$ cat config.mk
export PLATFORM = sky130hd
export DESIGN_NAME = scl_config_loader
export DESIGN_NICKNAME = d
export VERILOG_FILES = /design/src/logic/scl_pkg.sv /design/src/logic/scl_config_loader.sv /design/src/logic/scl_sync.sv /design/src/logic/scl_tap.sv
export SDC_FILE = /design/constraint.sdc
export NUM_CORES = 1
export LEC_CHECK = 0
export BUFFER_PORTS_ARGS = -buffer_cell sky130_fd_sc_hd__buf_2
export CORE_AREA = 2 2 104 127
export DETAILED_ROUTE_END_ITERATION = 12
export DIE_AREA = 0 0 106 129
export GPL_TIMING_DRIVEN = 0
export PLACE_DENSITY = 0.71
export SETUP_SLACK_MARGIN = 0.2
export SYNTH_ARGS = -nofsm -noshare
export SYNTH_HDL_FRONTEND = slang
export SYNTH_HIERARCHICAL = 1
export SYNTH_SLANG_ARGS = --single-unit
$ cat constraint.sdc
create_clock -name mclk -period 3.3 [get_ports mclk]
set_input_delay 0.33 -clock mclk [delete_from_list [all_inputs] [get_ports mclk]]
set_output_delay 0.33 -clock mclk [all_outputs]
set_load 0.05 [all_outputs]
$ cat src/logic/scl_pkg.sv
// Package of constants, states and pin carriers for the configuration loader
package scl_pkg;

    // ------------------------------------------------------------------
    // Sizes and counts
    // ------------------------------------------------------------------
    localparam int          CNT_W           = 16;
    localparam int          IR_W            = 4;
    localparam logic [15:0] CFG_LEN         = 16'h0040;
    localparam logic [15:0] DONE_FALL_EDGES = 16'h0002;
    localparam logic [15:0] JTAG_INIT_TCK   = 16'h0446;
    localparam logic [15:0] INIT_CYCLES     = 16'h0010;
    localparam logic [15:0] CNT_ZERO        = 16'h0000;

    // ------------------------------------------------------------------
    // Instructions
    // ------------------------------------------------------------------
    localparam logic [3:0]  IR_BYPASS       = 4'hF;
    localparam logic [3:0]  IR_CFG_LOAD     = 4'h2;
    localparam logic [3:0]  IR_CAPTURE      = 4'h1;

    typedef enum logic [3:0] {
        SCL_TLR   = 4'b0000,
        SCL_RTI   = 4'b0001,
        SCL_SELDR = 4'b0010,
        SCL_CAPDR = 4'b0011,
        SCL_SHDR  = 4'b0100,
        SCL_EX1DR = 4'b0101,
        SCL_PSDR  = 4'b0110,
        SCL_EX2DR = 4'b0111,
        SCL_UPDR  = 4'b1000,
        SCL_SELIR = 4'b1001,
        SCL_CAPIR = 4'b1010,
        SCL_SHIR  = 4'b1011,
        SCL_EX1IR = 4'b1100,
        SCL_PSIR  = 4'b1101,
        SCL_EX2IR = 4'b1110,
        SCL_UPIR  = 4'b1111
    } scl_tap_t;

    typedef enum logic [2:0] {
        SCL_IDLE  = 3'b000,
        SCL_LOAD  = 3'b001,
        SCL_WDONE = 3'b010,
        SCL_INIT  = 3'b011,
        SCL_USER  = 3'b100,
        SCL_FAULT = 3'b101,
        SCL_JTAG  = 3'b110
    } scl_cfg_t;

    // ------------------------------------------------------------------
    // Pin carriers
    // ------------------------------------------------------------------
    typedef struct packed {
        logic tck;
        logic tms;
        logic tdi;
    } scl_jtag_pins_t;

    typedef struct packed {
        logic clk;
        logic data;
        logic ce_n;
        logic reconfig_n;
        logic fault_n;
        logic done;
    } scl_ser_pins_t;

    function automatic logic [15:0] scl_inc(input logic [15:0] v);
        scl_inc = v + 16'h0001;
    endfunction : scl_inc

endpackage : scl_pkg

$ cat src/logic/scl_config_loader.sv
// Serial and boundary-scan configuration loader, top level
`timescale 1ns/1ps
module scl_config_loader
    import scl_pkg::*;
(
    input  wire logic mclk,
    input  wire logic rstn,
    input  wire logic ce,
    input  wire logic serial_config_clock,
    input  wire logic serial_config_data,
    input  wire logic chip_enable_in_n,
    input  wire logic reconfig_request_n,
    input  wire logic config_fault_n_in,
    input  wire logic config_done_in,
    input  wire logic tck,
    input  wire logic tms,
    input  wire logic tdi,
    input  wire logic cfg_error,
    input  wire logic compress_opt,
    input  wire logic security_opt,
    output logic      cfg_bit,
    output logic      cfg_bit_vld,
    output logic      chain_enable_out_n,
    output logic      config_fault_n_out,
    output logic      config_fault_oe_n,
    output logic      config_done_out,
    output logic      config_done_oe_n,
    output logic      tdo_out,
    output logic      tdo_oe_n,
    output logic      user_io_hiz,
    output logic      decompress_en,
    output logic      security_en,
    output logic      init_active,
    output logic      user_mode,
    output logic      jtag_cfg_active
);
    // ------------------------------------------------------------------
    // Pin synchronisers
    // ------------------------------------------------------------------
    scl_ser_pins_t  ser_pin, ser_lvl, ser_rise, ser_fall;
    scl_jtag_pins_t jt_pin,  jt_lvl,  jt_rise,  jt_fall;

    // A zero reset would fake a reconfiguration request on the shared line
    localparam scl_ser_pins_t SER_IDLE = '{clk: 1'b0, data: 1'b1, ce_n: 1'b1,
                                           reconfig_n: 1'b1, fault_n: 1'b1,
                                           done: 1'b0};

    assign ser_pin = '{clk: serial_config_clock, data: serial_config_data,
                       ce_n: chip_enable_in_n, reconfig_n: reconfig_request_n,
                       fault_n: config_fault_n_in, done: config_done_in};
    assign jt_pin  = '{tck: tck, tms: tms, tdi: tdi};

    scl_sync #(.W($bits(scl_ser_pins_t)), .RST(SER_IDLE)) u_ser_sync (
        .mclk   (mclk),
        .rstn   (rstn),
        .ce     (ce),
        .pin_in (ser_pin),
        .level  (ser_lvl),
        .rise   (ser_rise),
        .fall   (ser_fall)
    );

    scl_sync #(.W($bits(scl_jtag_pins_t))) u_jt_sync (
        .mclk   (mclk),
        .rstn   (rstn),
        .ce     (ce),
        .pin_in (jt_pin),
        .level  (jt_lvl),
        .rise   (jt_rise),
        .fall   (jt_fall)
    );

    // ------------------------------------------------------------------
    // Test access port
    // ------------------------------------------------------------------
    scl_tap_t        tap_state;
    logic [IR_W-1:0] tap_ir;
    logic            jt_bit_vld;
    logic            jt_bit;
    logic            jt_start;

    scl_tap u_tap (
        .mclk        (mclk),
        .rstn        (rstn),
        .ce          (ce),
        .tck_rise    (jt_rise.tck),
        .tck_fall    (jt_fall.tck),
        .tms         (jt_lvl.tms),
        .tdi         (jt_lvl.tdi),
        .state       (tap_state),
        .ir          (tap_ir),
        .cfg_bit_vld (jt_bit_vld),
        .cfg_bit     (jt_bit),
        .tdo_ff      (tdo_out),
        .tdo_oe_n_ff (tdo_oe_n)
    );

    // Loading starts once the load instruction is live and the DR is shifted
    assign jt_start = (tap_ir == IR_CFG_LOAD) && (tap_state == SCL_SHDR);

    // ------------------------------------------------------------------
    // Configuration sequencer
    // ------------------------------------------------------------------
    scl_cfg_t    st_ff,    nxt_st;
    logic [15:0] bit_ff,   nxt_bit;
    logic [15:0] cnt_ff,   nxt_cnt;
    logic        jdone_ff, nxt_jdone;
    logic        err_ff,   nxt_err;
    logic        nxt_cfg_bit;
    logic        nxt_cfg_vld;
    logic        nxt_ceo_n;
    logic        nxt_fault_oe_n;
    logic        nxt_done_oe_n;
    logic        nxt_hiz;
    logic        nxt_dec;
    logic        nxt_sec;
    logic        nxt_init;
    logic        nxt_user;
    logic        nxt_jact;
    logic        ser_go;

    // A fault on the shared line, ours or a neighbour's, halts this device
    assign ser_go = ser_lvl.reconfig_n && ser_lvl.fault_n && !cfg_error;

    always_comb begin
        nxt_st      = st_ff;
        nxt_bit     = bit_ff;
        nxt_cnt     = cnt_ff;
        nxt_jdone   = jdone_ff;
        nxt_err     = err_ff;
        nxt_cfg_bit = cfg_bit;
        nxt_cfg_vld = 1'b0;
        case (st_ff)
            SCL_IDLE: begin
                nxt_bit = CNT_ZERO;
                nxt_cnt = CNT_ZERO;
                nxt_err = 1'b0;
                if (ser_go && !ser_lvl.ce_n) begin
                    nxt_st = SCL_LOAD;
                end
            end
            SCL_LOAD: begin
                if (ser_rise.clk) begin
                    nxt_cfg_bit = ser_lvl.data;
                    nxt_cfg_vld = 1'b1;
                    nxt_bit     = scl_inc(bit_ff);
                    if (scl_inc(bit_ff) == CFG_LEN) begin
                        nxt_st  = SCL_WDONE;
                        nxt_cnt = CNT_ZERO;
                    end
                end
            end
            SCL_WDONE: begin
                // Shared done only rises when every device has released it
                if (ser_lvl.done && ser_fall.clk) begin
                    nxt_cnt = scl_inc(cnt_ff);
                    if (scl_inc(cnt_ff) == DONE_FALL_EDGES) begin
                        nxt_st  = SCL_INIT;
                        nxt_cnt = CNT_ZERO;
                    end
                end
            end
            SCL_INIT: begin
                // Internal count only; the user startup clock is never used
                nxt_cnt = scl_inc(cnt_ff);
                if (scl_inc(cnt_ff) == INIT_CYCLES) begin
                    nxt_st = SCL_USER;
                end
            end
            SCL_USER: begin
                nxt_cnt = CNT_ZERO;
            end
            SCL_FAULT: begin
                // No automatic retry; only a reconfiguration request or a boundary-scan load leaves
                nxt_bit = CNT_ZERO;
            end
            SCL_JTAG: begin
                if (!jdone_ff && jt_bit_vld) begin
                    nxt_cfg_bit = jt_bit;
                    nxt_cfg_vld = 1'b1;
                    nxt_bit     = scl_inc(bit_ff);
                    if (scl_inc(bit_ff) == CFG_LEN) begin
                        nxt_jdone = 1'b1;
                        nxt_cnt   = CNT_ZERO;
                    end
                end else if (jdone_ff && jt_rise.tck) begin
                    nxt_cnt = scl_inc(cnt_ff);
                    if (scl_inc(cnt_ff) == JTAG_INIT_TCK) begin
                        nxt_st = SCL_USER;
                    end
                end
            end
            default: begin
                nxt_st = SCL_IDLE;
            end
        endcase
        // Serial loading and init stop on any fault or request
        if (st_ff == SCL_LOAD || st_ff == SCL_WDONE || st_ff == SCL_INIT) begin
            if (!ser_lvl.reconfig_n) begin
                nxt_st = SCL_IDLE;
            end else if (!ser_go) begin
                nxt_st  = SCL_FAULT;
                nxt_err = cfg_error;
            end
        end
        if (st_ff == SCL_FAULT || st_ff == SCL_USER) begin
            if (!ser_lvl.reconfig_n) begin
                nxt_st = SCL_IDLE;
            end
        end
        // Boundary-scan loading wins over any serial activity
        if (jt_start && st_ff != SCL_JTAG) begin
            nxt_st      = SCL_JTAG;
            nxt_bit     = CNT_ZERO;
            nxt_cnt     = CNT_ZERO;
            nxt_jdone   = 1'b0;
            nxt_cfg_vld = 1'b0;
        end
        if (st_ff == SCL_JTAG && tap_state == SCL_TLR && !jdone_ff) begin
            nxt_st = SCL_IDLE;
        end
    end

    always_comb begin
        nxt_ceo_n      = !(st_ff == SCL_WDONE || st_ff == SCL_INIT ||
                           st_ff == SCL_USER);
        nxt_fault_oe_n = !((st_ff == SCL_FAULT && err_ff) ||
                           !ser_lvl.reconfig_n);
        nxt_done_oe_n  = !(st_ff == SCL_IDLE || st_ff == SCL_LOAD ||
                           st_ff == SCL_FAULT ||
                           (st_ff == SCL_JTAG && !jdone_ff));
        nxt_hiz        = (st_ff != SCL_USER);
        nxt_jact       = (st_ff == SCL_JTAG);
        nxt_dec        = compress_opt && (st_ff != SCL_JTAG);
        nxt_sec        = security_opt && (st_ff != SCL_JTAG);
        nxt_init       = (st_ff == SCL_INIT) ||
                         (st_ff == SCL_JTAG && jdone_ff);
        nxt_user       = (st_ff == SCL_USER);
    end

    always_ff @(posedge mclk) begin
        if (!rstn) begin
            st_ff              <= SCL_IDLE;
            bit_ff             <= CNT_ZERO;
            cnt_ff             <= CNT_ZERO;
            jdone_ff           <= 1'b0;
            err_ff             <= 1'b0;
            cfg_bit            <= 1'b0;
            cfg_bit_vld        <= 1'b0;
            chain_enable_out_n <= 1'b1;
            config_fault_n_out <= 1'b0;
            config_fault_oe_n  <= 1'b1;
            config_done_out    <= 1'b0;
            config_done_oe_n   <= 1'b0;
            user_io_hiz        <= 1'b1;
            decompress_en      <= 1'b0;
            security_en        <= 1'b0;
            init_active        <= 1'b0;
            user_mode          <= 1'b0;
            jtag_cfg_active    <= 1'b0;
        end else if (ce) begin
            st_ff              <= nxt_st;
            bit_ff             <= nxt_bit;
            cnt_ff             <= nxt_cnt;
            jdone_ff           <= nxt_jdone;
            err_ff             <= nxt_err;
            cfg_bit            <= nxt_cfg_bit;
            cfg_bit_vld        <= nxt_cfg_vld;
            chain_enable_out_n <= nxt_ceo_n;
            config_fault_n_out <= 1'b0;
            config_fault_oe_n  <= nxt_fault_oe_n;
            config_done_out    <= 1'b0;
            config_done_oe_n   <= nxt_done_oe_n;
            user_io_hiz        <= nxt_hiz;
            decompress_en      <= nxt_dec;
            security_en        <= nxt_sec;
            init_active        <= nxt_init;
            user_mode          <= nxt_user;
            jtag_cfg_active    <= nxt_jact;
        end
    end

endmodule : scl_config_loader

$ cat src/logic/scl_sync.sv
// Two-stage pin synchroniser with edge pulses taken after the second stage
`timescale 1ns/1ps
module scl_sync
    import scl_pkg::*;
#(
    parameter int           W   = 1,
    parameter logic [W-1:0] RST = '0
) (
    input  wire logic         mclk,
    input  wire logic         rstn,
    input  wire logic         ce,
    input  wire logic [W-1:0] pin_in,
    output logic      [W-1:0] level,
    output logic      [W-1:0] rise,
    output logic      [W-1:0] fall
);
    logic [W-1:0] s1_ff;
    logic [W-1:0] s2_ff;
    logic [W-1:0] s3_ff;
    logic [W-1:0] nxt_s1;
    logic [W-1:0] nxt_s2;
    logic [W-1:0] nxt_s3;

    always_comb begin
        nxt_s1 = pin_in;
        nxt_s2 = s1_ff;
        nxt_s3 = s2_ff;
    end

    always_ff @(posedge mclk) begin
        if (!rstn) begin
            // Reset to the pin's idle level so no false edge follows reset
            s1_ff <= RST;
            s2_ff <= RST;
            s3_ff <= RST;
        end else if (ce) begin
            s1_ff <= nxt_s1;
            s2_ff <= nxt_s2;
            s3_ff <= nxt_s3;
        end
    end

    // Edges compare stage two with stage three, never stage one
    assign level = s2_ff;
    assign rise  = s2_ff & ~s3_ff;
    assign fall  = ~s2_ff & s3_ff;

endmodule : scl_sync

$ cat src/logic/scl_tap.sv
// Test access controller, instruction register and one-bit data path
`timescale 1ns/1ps
module scl_tap
    import scl_pkg::*;
(
    input  wire logic      mclk,
    input  wire logic      rstn,
    input  wire logic      ce,
    input  wire logic      tck_rise,
    input  wire logic      tck_fall,
    input  wire logic      tms,
    input  wire logic      tdi,
    output scl_tap_t       state,
    output logic [IR_W-1:0] ir,
    output logic           cfg_bit_vld,
    output logic           cfg_bit,
    output logic           tdo_ff,
    output logic           tdo_oe_n_ff
);
    scl_tap_t        st_ff,   nxt_st;
    logic            tms_ff,  nxt_tms;
    logic [IR_W-1:0] ir_ff,   nxt_ir;
    logic [IR_W-1:0] irsh_ff, nxt_irsh;
    logic            dr_ff,   nxt_dr;
    logic            nxt_tdo;
    logic            nxt_oe_n;

    function automatic scl_tap_t tap_next(input scl_tap_t s, input logic m);
        case (s)
            SCL_TLR:   tap_next = m ? SCL_TLR   : SCL_RTI;
            SCL_RTI:   tap_next = m ? SCL_SELDR : SCL_RTI;
            SCL_SELDR: tap_next = m ? SCL_SELIR : SCL_CAPDR;
            SCL_CAPDR: tap_next = m ? SCL_EX1DR : SCL_SHDR;
            SCL_SHDR:  tap_next = m ? SCL_EX1DR : SCL_SHDR;
            SCL_EX1DR: tap_next = m ? SCL_UPDR  : SCL_PSDR;
            SCL_PSDR:  tap_next = m ? SCL_EX2DR : SCL_PSDR;
            SCL_EX2DR: tap_next = m ? SCL_UPDR  : SCL_SHDR;
            SCL_UPDR:  tap_next = m ? SCL_SELDR : SCL_RTI;
            SCL_SELIR: tap_next = m ? SCL_TLR   : SCL_CAPIR;
            SCL_CAPIR: tap_next = m ? SCL_EX1IR : SCL_SHIR;
            SCL_SHIR:  tap_next = m ? SCL_EX1IR : SCL_SHIR;
            SCL_EX1IR: tap_next = m ? SCL_UPIR  : SCL_PSIR;
            SCL_PSIR:  tap_next = m ? SCL_EX2IR : SCL_PSIR;
            SCL_EX2IR: tap_next = m ? SCL_UPIR  : SCL_SHIR;
            SCL_UPIR:  tap_next = m ? SCL_SELDR : SCL_RTI;
            default:   tap_next = SCL_TLR;
        endcase
    endfunction : tap_next

    always_comb begin
        nxt_st   = st_ff;
        nxt_tms  = tms_ff;
        nxt_ir   = ir_ff;
        nxt_irsh = irsh_ff;
        nxt_dr   = dr_ff;
        nxt_tdo  = tdo_ff;
        nxt_oe_n = tdo_oe_n_ff;
        if (tck_rise) begin
            nxt_tms = tms;
            if (st_ff == SCL_SHIR) begin
                nxt_irsh = {tdi, irsh_ff[IR_W-1:1]};
            end
            if (st_ff == SCL_SHDR) begin
                nxt_dr = tdi;
            end
            if (st_ff == SCL_CAPIR) begin
                nxt_irsh = IR_CAPTURE;
            end
        end
        if (tck_fall) begin
            nxt_st = tap_next(st_ff, tms_ff);
            if (st_ff == SCL_UPIR) begin
                nxt_ir = irsh_ff;
            end
            if (st_ff == SCL_TLR) begin
                nxt_ir = IR_BYPASS;
            end
            // Output follows the state just shifted; one cycle behind input
            nxt_oe_n = !(st_ff == SCL_SHIR || st_ff == SCL_SHDR);
            nxt_tdo  = (st_ff == SCL_SHIR) ? irsh_ff[0] : dr_ff;
        end
    end

    always_ff @(posedge mclk) begin
        if (!rstn) begin
            st_ff       <= SCL_TLR;
            tms_ff      <= 1'b1;
            ir_ff       <= IR_BYPASS;
            irsh_ff     <= IR_BYPASS;
            dr_ff       <= 1'b0;
            tdo_ff      <= 1'b0;
            tdo_oe_n_ff <= 1'b1;
        end else if (ce) begin
            st_ff       <= nxt_st;
            tms_ff      <= nxt_tms;
            ir_ff       <= nxt_ir;
            irsh_ff     <= nxt_irsh;
            dr_ff       <= nxt_dr;
            tdo_ff      <= nxt_tdo;
            tdo_oe_n_ff <= nxt_oe_n;
        end
    end

    assign state       = st_ff;
    assign ir          = ir_ff;
    assign cfg_bit_vld = tck_rise && (st_ff == SCL_SHDR) &&
                         (ir_ff == IR_CFG_LOAD);
    assign cfg_bit     = tdi;

endmodule : scl_tap
==> results by group <==
Worst hold path
  • Tightest Hold Check Type: primary input to register

Global route
  • Grt ovf: 0
  • Initial antenna violation count: 0
  • Tot GR Track Use: 0.193
  • Pin count of the biggest net entering global routing: 17
  • Vias in the first global route: 4,554
  • Global-route wire length before repair: 21.7 mm

Worst setup path
  • CP arrival: 3.17 ns
  • Crit-path max FO: 10
  • Crit path kind: register to register
  • CP endpoint kind: register
  • Worst Path Required: 3.52 ns
  • Startpoint types: register

Synth
  • Synthesized area: 0.00517 mm²
  • YS warnings: 6
  • Gate Count Post-Synth: 648
  • Post-Syn Area per Cell: 7.97 µm²

Clock tree
  • Max Root-Sink Buffers: 2
  • CTS tree: yes
  • Worst-path clk slew: 0.06 ns
  • CTS Sinks: 84
  • Clk_lat worst skew: 0.34 ns
  • Cts hold-fix bufs: 0
  • CTS H-tree lvls: 3
  • Clock root cell: clkbuf_16
  • Inserted Clock Buffers: 9

Detailed routing
  • TritonRoute pass-1 iters: 5
  • Via/cell ratio: 5.80
  • 1st-iter DRT viols: around 320
  • Final ANT Viol Nets: 0
  • Wirelength per Cell: 15.2 µm
  • Drt drc: 0
  • Routed WL: 13.1 mm
  • Vias: 4,974

Pwr
  • Sw Pwr: 0.507 mW
  • Gate power share: 0.069
  • Sequential power share: 0.491
  • Sw Ratio: 0.240
  • Cell-internal power: approximately 1.6 mW
  • P_leak: between 2 and 2.5 nW
  • Cell area power density: 364 mW/mm²
  • Worst VDD drop: 261 µV
  • Clock network power share: 0.441

Floorplanning
  • Die height: roughly 130 µm
  • Row cnt: 45
  • Die width: 106 µm
  • Initial cell density of the core: 0.415
  • CORE AREA: 0.0124 mm²
  • Boundary Pins: 30
  • Die area: 0.0137 mm²

Timing
  • Setup_tns: 0 ns
  • Max-slew violations: 0
  • Count of final setup violators: 0
  • Worst Tran Pin Value: 0.947 ns
  • Setup Skew: 0.00686 ns
  • Tmin final: slightly below 3 ns
  • Worst rel slew slack: 0.364
  • Peak Freq: 340 MHz
  • Final hold viol count: 0
  • Fin crit share: 0.891
  • RSZ-0062 raised after global routing: no

Place
  • PortBufs: 27
  • HPWL after DPL: 9.40 mm
  • Gp weighted congestion: 0.920
  • Post-DP Area: 0.00551 mm²

Cells and area
  • Commonest non-fill, non-tap cells in the layout: dfxtp_1 (83), nand2_1 (70), nor2_1 (54)
  • Area Growth Syn to Fin: 12.4%
  • NumNets Final: 709
  • Antenna diodes: 0
  • Fraction of layout cells with a size suffix above 1: 0.141
  • Commonest non-fill, non-tap cell in the layout: dfxtp_1
  • Design Area, Final: 0.00581 mm²

Outcome
  • Status: finished, final reports clean

Run
  • Max_cap viols: 0
power groups by stage:
stage,combinational [mW],clock [mW],sequential (mW)
6_report,0.145,0.931,1.04
5_1_grt,0.158,1.01,1.04
4_1_cts,0.144,0.946,1.04
3_5_place_dp,0.143,0,1.06
3_3_place_gp,0.140,0,1.06
2_1_floorplan,0.0937,0,1.07
layout make-up:
type                       instances  area [µm²]
buffer                            51         318
clock buffer                      11         243
clock inverter                     5        27.5
fill                            1173        6640
inverter                          15        56.3
multi-input combinational        499        3130
sequential                        84        1680
tap                              164         205
timing repair buffer              29         150
sequential cells by signal, indices dropped and copies added, names as in the netlist, 3 cells and up:
signal             flops
u_jt_sync/level        3
u_tap/irsh_ff          4
u_ser_sync/level       6
st_ff                  3
u_jt_sync/nxt_s2       3
cnt_ff                16
bit_ff                16
u_tap/state            4
u_tap/ir               4
u_ser_sync/nxt_s2      6
worst max-delay path: stages, from the launching register on:
cell	delay, ns
dfxtp_1	0.39
ha_1	0.17
clkbuf_4	0.18
and4_1	0.25
or4b_1	0.51
xor2_1	0.18
o211ai_1	0.15
nor4_4	0.24
buf_4	0.22
o21ai_2	0.08
buf_2	0.21
a2bb2oi_1	0.17
a21oi_1	0.08
worst paths after layout:
kind | startpoint | slack (ns) | cells past startpoint | to
worst max-delay path | bit_ff[1] | 0.36 | 12 | cnt_ff[15]
worst max register to register | bit_ff[1] | 0.36 | 12 | cnt_ff[15]
worst min register to register | security_en | 0.46 | 2 | security_en
worst min-delay path | config_fault_n_in | 0.21 | 3 | u_ser_sync/nxt_s2[1]
per-layer routing:
layer	track usage	routed length [µm]
met4	0.104	503
met5	0	0
met1	0.230	5580
met2	0.336	6390
met3	0.0304	590
repair_timing:
item                                    in CTS  in global routing
endpoints found under the setup margin       0                 21
buffers inserted                             0                  2
gates resized for setup                      0                  5
stage by stage:
| stage | util | instances | hold slack (ns) | power (mW) | setup WS [ns] |
|---|---|---|---|---|---|
| 5_1_grt | 0.467 | 858 | 0.235 | 2.20 | 0.229 |
| 4_1_cts | 0.465 | 856 | 0.206 | 2.13 | 0.250 |
| 2_1_floorplan | - | 649 | 0.440 | 1.16 | 0.678 |
| 3_5_place_dp | 0.443 | 840 | 0.451 | 1.20 | 0.290 |
| 6_report | 0.467 | 858 | 0.213 | 2.11 | 0.358 |
| 3_3_place_gp | 0.443 | 840 | 0.446 | 1.20 | 0.294 |
Power figures use the tool's default switching activity.
